===== src/rtl/interval_wdt_pkg.sv =====
// constants, field layout and period tables of the interval/watchdog prescaler
package interval_wdt_pkg;

    // -----------------------------------------------------------------
    // register byte offsets on the apb side
    // -----------------------------------------------------------------
    localparam logic [7:0] OFF_TIMER0_CONTROL = 8'h00;
    localparam logic [7:0] OFF_TIMER10_FLAGS  = 8'h04;
    localparam logic [7:0] OFF_WD_CONTROL     = 8'h08;
    localparam logic [7:0] OFF_IRQ_MASK       = 8'h0c;

    // -----------------------------------------------------------------
    // timer0_control fields
    // -----------------------------------------------------------------
    localparam int CTL_INTERVAL_SEL_LSB = 0;  // interval_period_sel [2:0]
    localparam int CTL_IRQ_ENABLE_BIT   = 3;  // interval_irq_enable
    localparam int CTL_RESTART_BIT      = 4;  // divider_restart
    localparam int CTL_SENSE_SEL_LSB    = 5;  // sense_period_sel [7:5]
    localparam logic [7:0] CTL_RESET    = 8'h00;

    // -----------------------------------------------------------------
    // timer10_interrupt_flags fields (bits 7..2 reserved, read zero)
    // -----------------------------------------------------------------
    localparam int FLG_INTERVAL_BIT  = 0;
    localparam int FLG_SECOND_BIT    = 1;
    localparam int FLG_WIDTH         = 2;
    localparam logic [1:0] FLG_RESET = 2'h0;

    // -----------------------------------------------------------------
    // wd_control fields
    // -----------------------------------------------------------------
    localparam int WDC_PERIOD_LSB    = 0;  // wd_period_sel [2:0]
    localparam int WDC_ENABLE_BIT    = 3;  // watchdog enable
    localparam int WDC_KICK_BIT      = 4;  // write one restarts wd counter
    localparam logic [3:0] WDC_RESET = 4'h0;

    // -----------------------------------------------------------------
    // divider geometry and timing
    // -----------------------------------------------------------------
    localparam int DIV_STAGES            = 20;
    localparam int EXP_W                 = 5;
    localparam int WD_CNT_W              = 3;
    localparam int RESTART_HOLD_CYCLES   = 4;  // auto clear of restart bit
    localparam logic [2:0] RESTART_HOLD_LAST = 3'(RESTART_HOLD_CYCLES - 1);

    // interval tap: 8,32,128,1K,4K,32K,256K,1024K slow cycles
    function automatic logic [4:0] interval_exp(input logic [2:0] sel);
        logic [4:0] e;
        e = 5'h03;
        unique case (sel)
            3'h0: e = 5'h03;
            3'h1: e = 5'h05;
            3'h2: e = 5'h07;
            3'h3: e = 5'h0a;
            3'h4: e = 5'h0c;
            3'h5: e = 5'h0f;
            3'h6: e = 5'h12;
            3'h7: e = 5'h14;
        endcase
        return e;
    endfunction

    // watchdog tap: 1K,2K,4K,8K,32K,64K,256K,512K slow cycles
    function automatic logic [4:0] wd_exp(input logic [2:0] sel);
        logic [4:0] e;
        e = 5'h0a;
        unique case (sel)
            3'h0: e = 5'h0a;
            3'h1: e = 5'h0b;
            3'h2: e = 5'h0c;
            3'h3: e = 5'h0d;
            3'h4: e = 5'h0f;
            3'h5: e = 5'h10;
            3'h6: e = 5'h12;
            3'h7: e = 5'h13;
        endcase
        return e;
    endfunction

    // sensor tap: off,32K,64K,128K,256K,512K,32 (test),off
    function automatic logic [4:0] sense_exp(input logic [2:0] sel);
        logic [4:0] e;
        e = 5'h0f;
        unique case (sel)
            3'h1: e = 5'h0f;
            3'h2: e = 5'h10;
            3'h3: e = 5'h11;
            3'h4: e = 5'h12;
            3'h5: e = 5'h13;
            3'h6: e = 5'h05;
            default: e = 5'h0f;
        endcase
        return e;
    endfunction

endpackage


===== src/rtl/interval_wdt_prescaler.sv =====
// slow-oscillator divider with interval, sensor and watchdog taps, apb regs
`timescale 1ns/1ps

// Functional notes
// - watchdog period select picks wd tick
// - sensor select sets mode and period
// - interval select picks interval tick period
// - restart bit restarts divider, clears later
// - restart ignored while watchdog enabled
// - interval irq needs enable and global
// - interval request while flag and enabled
// - flag bits 7..2 read zero
// - second timer tick sets its flag
// - second timer irq needs both enables
// - second flag cleared on entry, w1c
// - 20-stage divider runs from reset
// - 3-bit watchdog counter resets on overflow
// - interval tick sets flag, entry clears
module interval_wdt_prescaler
    import interval_wdt_pkg::*;
(
    input  wire logic        pclk,
    input  wire logic        presetn,
    input  wire logic        ce,                      // freezes all state
    // apb slave
    input  wire logic        psel,
    input  wire logic        penable,
    input  wire logic        pwrite,
    input  wire logic [7:0]  paddr,
    input  wire logic [31:0] pwdata,
    output logic [31:0]      prdata,
    output logic             pready,
    output logic             pslverr,
    // slow oscillator and system side
    input  wire logic        osc_tick,                // one pclk pulse per slow edge
    input  wire logic        global_irq_enable,       // cpu_status_word i bit
    input  wire logic        second_timer_tick,       // second timer output pulse
    input  wire logic        second_timer_irq_enable,
    input  wire logic        interval_irq_ack,        // interval vector entered
    input  wire logic        second_timer_irq_ack,    // second vector entered
    input  wire logic        wd_kick,                 // watchdog reset instruction
    // outputs
    output logic             interval_tick,
    output logic             motion_sense_tick,
    output logic             motion_sense_active,
    output logic             wd_tick,
    output logic             wd_reset,                // system reset request pulse
    output logic             interval_irq_req,
    output logic             second_timer_irq_req,
    output logic             irq
);

    // -----------------------------------------------------------------
    // register state
    // -----------------------------------------------------------------
    logic [2:0]            interval_sel_reg;    // interval_period_sel
    logic                  irq_enable_reg;      // interval_irq_enable
    logic                  restart_reg;         // divider_restart
    logic [2:0]            sense_sel_reg;       // sense_period_sel
    logic [2:0]            restart_cnt_reg;     // cycles restart bit has stood
    logic [FLG_WIDTH-1:0]  flags_reg;           // shared interrupt flags
    logic [FLG_WIDTH-1:0]  mask_reg;            // irq output mask
    logic [2:0]            wd_sel_reg;          // wd_period_sel
    logic                  wd_enable_reg;       // watchdog enable
    logic [DIV_STAGES-1:0] div_reg;             // slow divider
    logic [WD_CNT_W-1:0]   wd_cnt_reg;          // watchdog counter
    logic                  ack_reg;             // apb read data loaded

    // -----------------------------------------------------------------
    // apb decode
    // -----------------------------------------------------------------
    logic wr_en;       // write taken at this edge
    logic sel_ctl;
    logic sel_flg;
    logic sel_wdc;
    logic sel_msk;
    logic mapped;

    assign sel_ctl = paddr == OFF_TIMER0_CONTROL;
    assign sel_flg = paddr == OFF_TIMER10_FLAGS;
    assign sel_wdc = paddr == OFF_WD_CONTROL;
    assign sel_msk = paddr == OFF_IRQ_MASK;
    assign mapped  = sel_ctl | sel_flg | sel_wdc | sel_msk;

    // answer in the first access cycle; data were loaded during setup
    assign pready  = ack_reg & ce;
    assign pslverr = pready & ~mapped;
    assign wr_en   = psel & penable & pready & pwrite & mapped;

    // read mux, unmapped addresses read zero
    logic [31:0] rd_mux;

    always_comb begin
        rd_mux = 32'h0000_0000;
        if (sel_ctl) begin
            rd_mux[CTL_INTERVAL_SEL_LSB +: 3] = interval_sel_reg;
            rd_mux[CTL_IRQ_ENABLE_BIT]        = irq_enable_reg;
            rd_mux[CTL_RESTART_BIT]           = restart_reg;
            rd_mux[CTL_SENSE_SEL_LSB +: 3]    = sense_sel_reg;
        end else if (sel_flg) begin
            rd_mux[FLG_WIDTH-1:0] = flags_reg;  // upper bits stay zero
        end else if (sel_wdc) begin
            rd_mux[WDC_PERIOD_LSB +: 3] = wd_sel_reg;
            rd_mux[WDC_ENABLE_BIT]      = wd_enable_reg;
        end else if (sel_msk) begin
            rd_mux[FLG_WIDTH-1:0] = mask_reg;
        end
    end

    // read data register and ready handshake
    always_ff @(posedge pclk or negedge presetn) begin
        if (!presetn) begin
            prdata  <= 32'h0000_0000;
            ack_reg <= 1'b0;
        end else if (ce) begin
            if (psel && !ack_reg) begin
                prdata  <= rd_mux;
                ack_reg <= 1'b1;
            end else begin
                ack_reg <= 1'b0;
            end
        end
    end

    // -----------------------------------------------------------------
    // timer0_control
    // -----------------------------------------------------------------
    logic restart_set;    // software asks for a restart
    logic restart_done;   // hold time elapsed

    assign restart_set  = wr_en & sel_ctl & pwdata[CTL_RESTART_BIT];
    assign restart_done = restart_reg && restart_cnt_reg == RESTART_HOLD_LAST;

    // select fields and interrupt enable
    always_ff @(posedge pclk or negedge presetn) begin
        if (!presetn) begin
            interval_sel_reg <= CTL_RESET[CTL_INTERVAL_SEL_LSB +: 3];
            irq_enable_reg   <= CTL_RESET[CTL_IRQ_ENABLE_BIT];
            sense_sel_reg    <= CTL_RESET[CTL_SENSE_SEL_LSB +: 3];
        end else if (ce && wr_en && sel_ctl) begin
            interval_sel_reg <= pwdata[CTL_INTERVAL_SEL_LSB +: 3];
            irq_enable_reg   <= pwdata[CTL_IRQ_ENABLE_BIT];
            sense_sel_reg    <= pwdata[CTL_SENSE_SEL_LSB +: 3];
        end
    end

    // restart bit self-clears after the hold time, counted in pclk
    always_ff @(posedge pclk or negedge presetn) begin
        if (!presetn) begin
            restart_reg     <= CTL_RESET[CTL_RESTART_BIT];
            restart_cnt_reg <= 3'h0;
        end else if (ce) begin
            if (restart_set) begin
                restart_reg     <= 1'b1;
                restart_cnt_reg <= 3'h0;
            end else if (restart_done) begin
                restart_reg     <= 1'b0;
                restart_cnt_reg <= 3'h0;
            end else if (restart_reg) begin
                restart_cnt_reg <= restart_cnt_reg + 3'h1;
            end
        end
    end

    // -----------------------------------------------------------------
    // watchdog control and irq mask
    // -----------------------------------------------------------------
    logic wd_kick_sw;   // software kick via register

    assign wd_kick_sw = wr_en & sel_wdc & pwdata[WDC_KICK_BIT];

    // no timed change sequence here; the field is written directly
    always_ff @(posedge pclk or negedge presetn) begin
        if (!presetn) begin
            wd_sel_reg    <= WDC_RESET[WDC_PERIOD_LSB +: 3];
            wd_enable_reg <= WDC_RESET[WDC_ENABLE_BIT];
        end else if (ce && wr_en && sel_wdc) begin
            wd_sel_reg    <= pwdata[WDC_PERIOD_LSB +: 3];
            wd_enable_reg <= pwdata[WDC_ENABLE_BIT];
        end
    end

    // mask register gating the flags onto irq
    always_ff @(posedge pclk or negedge presetn) begin
        if (!presetn) begin
            mask_reg <= FLG_RESET;
        end else if (ce && wr_en && sel_msk) begin
            mask_reg <= pwdata[FLG_WIDTH-1:0];
        end
    end

    // -----------------------------------------------------------------
    // slow divider
    // -----------------------------------------------------------------
    logic div_clear;  // restart only while the watchdog is off

    assign div_clear = restart_reg & ~wd_enable_reg;

    // counts from reset release without any software action
    always_ff @(posedge pclk or negedge presetn) begin
        if (!presetn) begin
            div_reg <= '0;
        end else if (ce) begin
            if (div_clear) begin
                div_reg <= '0;
            end else if (osc_tick) begin
                div_reg <= div_reg + 20'h00001;
            end
        end
    end

    // -----------------------------------------------------------------
    // taps
    // -----------------------------------------------------------------
    logic sense_run;  // sensor mode decoded from its select

    // codes 000 and 111 switch the sensor off
    assign sense_run = (sense_sel_reg != 3'h0) && (sense_sel_reg != 3'h7);
    assign motion_sense_active = sense_run;

    // interval tick, period from interval select
    period_tap u_interval_tap (
        .pclk     (pclk),
        .presetn  (presetn),
        .ce       (ce),
        .osc_tick (osc_tick & ~div_clear),
        .active   (1'b1),
        .count    (div_reg),
        .exp_sel  (interval_exp(interval_sel_reg)),
        .tick     (interval_tick)
    );

    // sensor tick, silent while the mode is off
    period_tap u_sense_tap (
        .pclk     (pclk),
        .presetn  (presetn),
        .ce       (ce),
        .osc_tick (osc_tick & ~div_clear),
        .active   (sense_run),
        .count    (div_reg),
        .exp_sel  (sense_exp(sense_sel_reg)),
        .tick     (motion_sense_tick)
    );

    // watchdog tick, only while the watchdog is enabled
    period_tap u_wd_tap (
        .pclk     (pclk),
        .presetn  (presetn),
        .ce       (ce),
        .osc_tick (osc_tick & ~div_clear),
        .active   (wd_enable_reg),
        .count    (div_reg),
        .exp_sel  (wd_exp(wd_sel_reg)),
        .tick     (wd_tick)
    );

    // -----------------------------------------------------------------
    // watchdog counter: eight wd ticks without a kick give a reset
    // -----------------------------------------------------------------
    always_ff @(posedge pclk or negedge presetn) begin
        if (!presetn) begin
            wd_cnt_reg <= '0;
            wd_reset   <= 1'b0;
        end else if (ce) begin
            wd_reset <= 1'b0;
            if (!wd_enable_reg || wd_kick || wd_kick_sw) begin
                wd_cnt_reg <= '0;
            end else if (wd_tick) begin
                wd_cnt_reg <= wd_cnt_reg + 3'h1;
                if (wd_cnt_reg == 3'h7) begin
                    wd_reset <= 1'b1;
                end
            end
        end
    end

    // -----------------------------------------------------------------
    // shared interrupt flags, set beats any clear in the same cycle
    // -----------------------------------------------------------------
    logic [FLG_WIDTH-1:0] flg_set;  // hardware events
    logic [FLG_WIDTH-1:0] flg_clr;  // w1c write or vector entry

    assign flg_set[FLG_INTERVAL_BIT] = interval_tick;
    assign flg_set[FLG_SECOND_BIT]   = second_timer_tick;
    assign flg_clr[FLG_INTERVAL_BIT] = interval_irq_ack |
        (wr_en & sel_flg & pwdata[FLG_INTERVAL_BIT]);
    assign flg_clr[FLG_SECOND_BIT]   = second_timer_irq_ack |
        (wr_en & sel_flg & pwdata[FLG_SECOND_BIT]);

    // sticky flags; reserved bits have no storage at all
    always_ff @(posedge pclk or negedge presetn) begin
        if (!presetn) begin
            flags_reg <= FLG_RESET;
        end else if (ce) begin
            flags_reg <= flg_set | (flags_reg & ~flg_clr);
        end
    end

    // -----------------------------------------------------------------
    // interrupt requests toward the processor
    // -----------------------------------------------------------------
    assign interval_irq_req = flags_reg[FLG_INTERVAL_BIT] & irq_enable_reg &
                              global_irq_enable;
    assign second_timer_irq_req = flags_reg[FLG_SECOND_BIT] &
                                  second_timer_irq_enable &
                                  global_irq_enable;
    // level output for an interrupt controller, gated by the mask register
    assign irq = |(flags_reg & mask_reg);

endmodule


===== src/rtl/period_tap.sv =====
// one selectable tap of the slow divider, giving a one-cycle tick per period
`timescale 1ns/1ps
module period_tap
    import interval_wdt_pkg::*;
(
    input  wire logic                  pclk,
    input  wire logic                  presetn,
    input  wire logic                  ce,
    input  wire logic                  osc_tick,  // slow oscillator edge
    input  wire logic                  active,    // tap allowed to fire
    input  wire logic [DIV_STAGES-1:0] count,     // divider state before edge
    input  wire logic [EXP_W-1:0]      exp_sel,   // period is 2**exp_sel
    output logic                       tick       // one pclk cycle per period
);

    // -----------------------------------------------------------------
    // period mask and terminal detect
    // -----------------------------------------------------------------
    logic [DIV_STAGES:0]   wide_mask;  // one bit wider so exp 20 fits
    logic [DIV_STAGES-1:0] mask;       // low exp_sel bits set
    logic                  terminal;   // low bits all ones at this edge

    assign wide_mask = (21'h000001 << exp_sel) - 21'h000001;
    assign mask      = wide_mask[DIV_STAGES-1:0];
    assign terminal  = (count & mask) == mask;

    // tick registered so the output is glitch free
    always_ff @(posedge pclk or negedge presetn) begin
        if (!presetn) begin
            tick <= 1'b0;
        end else if (ce) begin
            tick <= active & osc_tick & terminal;
        end
    end

endmodule


===== config.mk =====
export PLATFORM = sky130hd
export DESIGN_NAME = interval_wdt_prescaler
export DESIGN_NICKNAME = d
export VERILOG_FILES = /design/src/rtl/interval_wdt_pkg.sv /design/src/rtl/interval_wdt_prescaler.sv /design/src/rtl/period_tap.sv
export SDC_FILE = /design/constraint.sdc
export NUM_CORES = 1
export LEC_CHECK = 0
export BUFFER_PORTS_ARGS = -buffer_cell sky130_fd_sc_hd__buf_2
export CAP_MARGIN = 15
export CORE_UTILIZATION = 57
export CTS_CLUSTER_DIAMETER = 60
export DETAILED_ROUTE_END_ITERATION = 16
export HOLD_SLACK_MARGIN = 0.1
export PLACE_DENSITY = 0.86
export SYNTH_ARGS = -nofsm -noshare
export SYNTH_HDL_FRONTEND = slang
export SYNTH_SLANG_ARGS = --single-unit

===== constraint.sdc =====
create_clock -name pclk -period 4.1 [get_ports pclk]
set_input_delay 0 -clock pclk [delete_from_list [all_inputs] [get_ports pclk]]
set_output_delay 0 -clock pclk [all_outputs]
set_load 0.005 [all_outputs]

; ---- Word level (Yosys, flattened, before mapping)
; Memory sizes are Yosys's and may differ from the RTL's.
; Index checks and enable logic that the tools add are counted.
[totals]
register_bits = 55
rom_bits = 80
output_inout_bits = 42
elab_cells = 125
memories = 2
[classes]
add_sub_neg = 6
eq_ne = 14
shifts = 3
mux = 21
bitwise = 39
n_reduce_logical = 23
[mem_list]
columns = name, depth, width, read_ports, rd_ports_with_merged_regs, write_ports, line_no
row1 = (name not given), 8, 5, 1, 0, 0, interval_wdt_pkg.sv:67  ; unique case (sel)
row2 = (name not given), 8, 5, 1, 0, 0, interval_wdt_pkg.sv:50  ; unique case (sel)
[op_table]
columns = op, count
row1 = $and A20 B20 Y20, 3
row2 = $eq A20 B20 Y1, 3
row3 = $shl A1 B5 Y20 const A, 3
row4 = $sub A20 B1 Y20 const B, 3
row5 = $mux W20, 2
row6 = $pmux W5 S5, 1
row7 = $and A1 B1 Y1, 24
row8 = $add A20 B1 Y20 const B, 1
row9 = $eq A8 B4 Y1 const B, 2
row10 = $mux W3, 5
row11 = $eq A3 B3 Y1 const B, 4
row12 = $mux W2, 5
row13 = $reduce_and A2 Y1, 5
row14 = $eq A3 B2 Y1 const B, 3
row15 = $eq A8 B3 Y1 const B, 1
row16 = $logic_not A8 Y1, 1
row17 = $mux W4, 2
row18 = $logic_and A1 B1 Y1, 7
row19 = $add A3 B1 Y3 const B, 2
row20 = $mux W1, 6
row21 = $reduce_bool A2 Y1, 3
row22 = $reduce_bool A3 Y1, 2
row23 = $or A1 B1 Y1, 5
row24 = $and A2 B2 Y2, 2
row25 = 7 further kinds, 11

; ---- Depth between registers and ports, before layout
[logic_depth]
word_depth = 11
mapped_depth = 10
ltp_nobuf = 8

; ---- Cells and area by module
; From an unflattened synthesis, not the netlist that was laid out.
[unflattened]
hier_cells = 547
hier_area_um2 = 4525.6
[modules_own_cells]
columns = module, instances, cells_each, area_each_um2
row1 = interval_wdt_prescaler, 1, 296, 2972.9
row2 = period_tap (u_interval_tap ...), 2, 85, 508.0
row3 = period_tap (u_wd_tap), 1, 81, 536.8

; ---- Least setup slack after synthesis
; OpenSTA, ideal clock, no wires.
[synth_timing]
path_type = reg2reg
start = register interval_sel_reg[0]
end = register u_interval_tap.tick
setup_ps = 78
t_arrival_ps = 2173
required_ps = 4022
path_slack_ps = 1850
path_stages_with_launch = 11
path_buffers = 2
path_cell_list = dfrtp_1 clkbuf_1 inv_1 ha_1 buf_2 nand3b_1 a222oi_1 o22ai_1 nor2_1 o2111ai_1 o2bb2ai_1
[synth_via]
elab_chain_cells = 6
[synth_rtl]
columns = item, line_no
row1 = start: declaration, interval_wdt_prescaler.sv:56  ; logic [2:0] interval_sel_reg;
row2 = start signal: assignment, interval_wdt_prescaler.sv:137  ; interval_sel_reg <= CTL_RESET[CTL_INTERVAL_SEL_LSB +: 3];
row3 = start signal: assignment, interval_wdt_prescaler.sv:141  ; interval_sel_reg <= pwdata[CTL_INTERVAL_SEL_LSB +: 3];
row4 = $mem_v2 Z8 W5 *, --
row5 = $shl A1 B5 Y20 *, period_tap.sv:23  ; assign wide_mask = (21'h000001 << exp_sel) - 21'h000001;
row6 = $sub A20 B1 Y20 *, period_tap.sv:23
row7 = $and A20 B20 Y20, period_tap.sv:25  ; assign terminal = (count & mask) == mask;
row8 = $eq A20 B20 Y1 *, period_tap.sv:25
row9 = $and A1 B1 Y1 *, period_tap.sv:32  ; tick <= active & osc_tick & terminal;
row10 = end signal: assignment, period_tap.sv:32
row11 = end: declaration, period_tap.sv:13  ; output logic tick
; Every way passes the cells marked *; elsewhere a longest branch is shown, timed or not.
; A chain may end at the register's enable or synchronous reset.

; ---- Worst setup path in the final report
; Same ends and word-level chain as after synthesis.

==> run_results.csv <==
group,metric,value,unit
final_layout,finish.cell_count_without_fillers,515,
clock_network,total_cts_buffers,5,
timing,tns,0,ps
global_route,antenna_found_initial,0,
route,vias_per_cell,6.00,
synthesis,number_of_register_bits_inferred_by_synthesis,55,
final_layout,syn2layout_area_growth,12.5,%
route,vias,3092,
setup_path,worst_ep_arrival_time,2990,ps
setup_path,setup.reg_to_reg.worst_slack,1350,ps
clock_network,tritoncts,"built",
placed_design,detailedPlace.worstSlack,1570,ps
synthesis,synth_area_per_cell,9.01,µm²
setup_path,worst-endpoint-required,4350,ps
final_layout,drive_above_1_share,17.3,%
route,first_pass_iters,6,
synthesis,ys.warnings.count,0,
setup_path,category_of_the_worst_setup_path_capture_point,"flip-flop",
route,ant_nets,0,
synthesis,synth_edf_count,0,
route,wl,8340,µm
route,initialDrtViolationCount,264,
global_route,grt_first_pass_wirelength,13500,µm
placed_design,count_of_buffers_inserted_at_the_top_level_ports,46,
outcome,outcome,"finished clean",
global_route,first_global_vias,2828,
job,timing.max_cap.violations,0,
timing,setup_violations_final,0,
floorplan,die_h,80.1,µm
synthesis,postSynth.asyncResetShare,100,%
floorplan,fp.dieArea,6420,µm²
final_layout,largest_reg_flops,20,
synthesis,cell_types_with_the_largest_area_share_after_synthesis,"sky130_fd_sc_hd__dfrtp_1 40%, sky130_fd_sc_hd__buf_4 5.2%, sky130_fd_sc_hd__nand2_1 4.2%",
clock_network,worst_skew_pair.late_latency,310,ps
hold_path,hold_path.class,"in -> reg",
setup_path,worstSetupStartpointType,"flip-flop",
synthesis,post-synth-top-count-cell,"sky130_fd_sc_hd__dfrtp_1",
floorplan,die_x,80.1,µm
setup_path,crit_path_max_fanout,15,
synthesis,synth.largest_area_cell,"sky130_fd_sc_hd__dfrtp_1",
timing,final_hold_viols,0,
synthesis,post_synth_inst_count,386,
timing,finalMaxSlewViolations,0,
timing,rsz_0062_raised_after_global_routing,"false",
timing,period_needed,2750,ps
placed_design,gp_routability_congestion,0.878,
synthesis,synth_top_area_share,39.6,%
clock_network,clock_tree.root_cell,"sky130_fd_sc_hd__clkbuf_8",
timing,final_critical_path_setup_slack,1350,ps
synthesis,synth-main-ff-cell,"sky130_fd_sc_hd__dfrtp_1",
setup_path,critPathMaxStageDelay,610,ps
pwr,vdd_ir_drop_max,0.174,mV
route,drt_drc_violations_left,0,
final_layout,antennaDiodeCount,0,
timing,min_period_over_period,67.0,%
placed_design,half_perimeter_wire_length_after_placement,5910,µm
floorplan,design.core.area,5890,µm²
global_route,globalRouteTotalUtil,27.4,%
floorplan,initial_utilization,59.1,%
placed_design,dp_cells,493,
global_route,grt_start_max_net_pins,56,
synthesis,synth.top_cells.by_count,"55 x sky130_fd_sc_hd__dfrtp_1, 39 x sky130_fd_sc_hd__nand2_1, 36 x sky130_fd_sc_hd__nor2_1, 24 x sky130_fd_sc_hd__buf_4, 22 x sky130_fd_sc_hd__o21ai_0",
floorplan,std_cell_rows,28,
final_layout,layout.nets,502,
pwr,leakage_power_of_the_design,1.88,nW
route,routedWlPerCell,16.2,µm
floorplan,io_pins,95,
timing,fin_worst_skew,11.2,ps
synthesis,synth.cell_area,3480,µm²
clock_network,cts_sinks,55,
timing,worst-slew-pin-transition,694,ps
timing,slew_headroom,53.7,%
clock_network,post_cts.resized_instances,0,
pwr,powerDensity,281,nW/µm²
setup_path,crit_path_cell_trace,"inv_1, ha_1, nor2b_1, a222oi_1, o22ai_1, nor2_1, o2111ai_1, o2bb2ai_1",
clock_network,post_cts_hold_buffer_count,14,
synthesis,seq_total_area_yosys,39.6,%
synthesis,post_synth_num_cell_types,59,
setup_path,timing_worst_setup_path_type,"reg -> reg",
global_route,grt-ovfl-total,0,
clock_network,worst_setup_hold_path_clk_slew,100,ps
clock_network,cts.repair_timing.setup_buffer_count,0,
setup_path,critical_path.slowest_cell,"sky130_fd_sc_hd__dfrtp_1",
clock_network,cts_htree_levels,2,
timing,timing.fmax,0.364,GHz
clock_network,ctsLongestPathBuffers,2,
==> cells by family after synthesis <==
logic type	Yosys count	synth area share [%]
buffers and inverters	53	8.49
other	1	0.108
flip-flops	55	39.6
adder cells (fa/ha/maj)	10	3.60
multiplexers	15	5.40
AND/OR/NAND/NOR	148	21.6
XOR/XNOR	16	4.03
AO/OA/AOI/OAI	88	17.2
==> per-layer routing <==
layer / wire length (µm) / share of wire [%] / GRT usage, %
met5: 0 / 0 / 0
met2: 4150 / 50 / 44.0
met3: 498 / 6.0 / 4.77
met4: 211 / 2.5 / 11.4
met1: 3480 / 42 / 36.7
==> layout make-up <==
cell class | count | area, µm²
Clock buffer | 6 | 72.6
Clock inverter | 2 | 38.8
Fill cell | 456 | 1970
Inverter | 14 | 52.6
Multi-Input combinational cell | 301 | 1890
Sequential cell | 55 | 1380
Tap cell | 75 | 93.8
Timing Repair Buffer | 62 | 385
==> metrics by stage <==
stage / instance area, µm² / hold slack, ps / total power [mW] / util, %
3_3_place_gp: 3660 / 161 / 0.724 / 62.2
4_1_cts: 3910 / 107 / 1.11 / 66.5
6_report: 3910 / 58.4 / 1.10 / 66.5
2_1_floorplan: 3560 / -296 / 0.694 / -
5_1_grt: 3910 / 125 / 1.15 / 66.5
3_5_place_dp: 3660 / 179 / 0.731 / 62.2
==> where the power goes <==
group          switching, mW  total (mW)  internal [mW]
registers             0.0406       0.608          0.567
clock network          0.182       0.367          0.185
logic                 0.0669       0.125         0.0578
total                  0.290        1.10          0.810
==> layout by cell type (no fill, tap or decap), types with 6 or more instances in the layout <==
master	instances
sky130_fd_sc_hd__nand3_1	17
sky130_fd_sc_hd__ha_1	10
sky130_fd_sc_hd__a21oi_1	17
sky130_fd_sc_hd__dlygate4sd3_1	14
sky130_fd_sc_hd__inv_1	14
sky130_fd_sc_hd__xor2_1	9
sky130_fd_sc_hd__dfrtp_1	55
sky130_fd_sc_hd__o21ai_0	22
sky130_fd_sc_hd__buf_2	46
sky130_fd_sc_hd__a22o_1	11
sky130_fd_sc_hd__mux2_2	10
sky130_fd_sc_hd__nor3_1	10
sky130_fd_sc_hd__xnor2_1	7
sky130_fd_sc_hd__nand4_1	6
sky130_fd_sc_hd__nor2_1	36
sky130_fd_sc_hd__and3_1	6
sky130_fd_sc_hd__nand2_1	39
sky130_fd_sc_hd__conb_1	24
sky130_fd_sc_hd__nand2b_1	6
==> worst paths after layout <==
check                                      from  cells after the start                  end
max                         interval_sel_reg[0]                      8  u_interval_tap.tick
min                        second_timer_irq_ack                      4         flags_reg[1]
max reg2reg                 interval_sel_reg[0]                      8  u_interval_tap.tick
min reg2reg                           prdata[3]                      2            prdata[3]
max in group asynchronous               presetn                      3          div_reg[17]
min in group asynchronous               presetn                      3            prdata[3]
==> critical path: cells and delay by family (launching register included) <==
family | cells | cell delay (ps)
and+or+nand+nor | 2 | 290
buffers and inverters | 1 | 150
adders and majority gates | 1 | 590
AOI/OAI and AO/OA | 4 | 1040
DFF | 1 | 610
No activity file was read; power rests on OpenSTA's default activity.
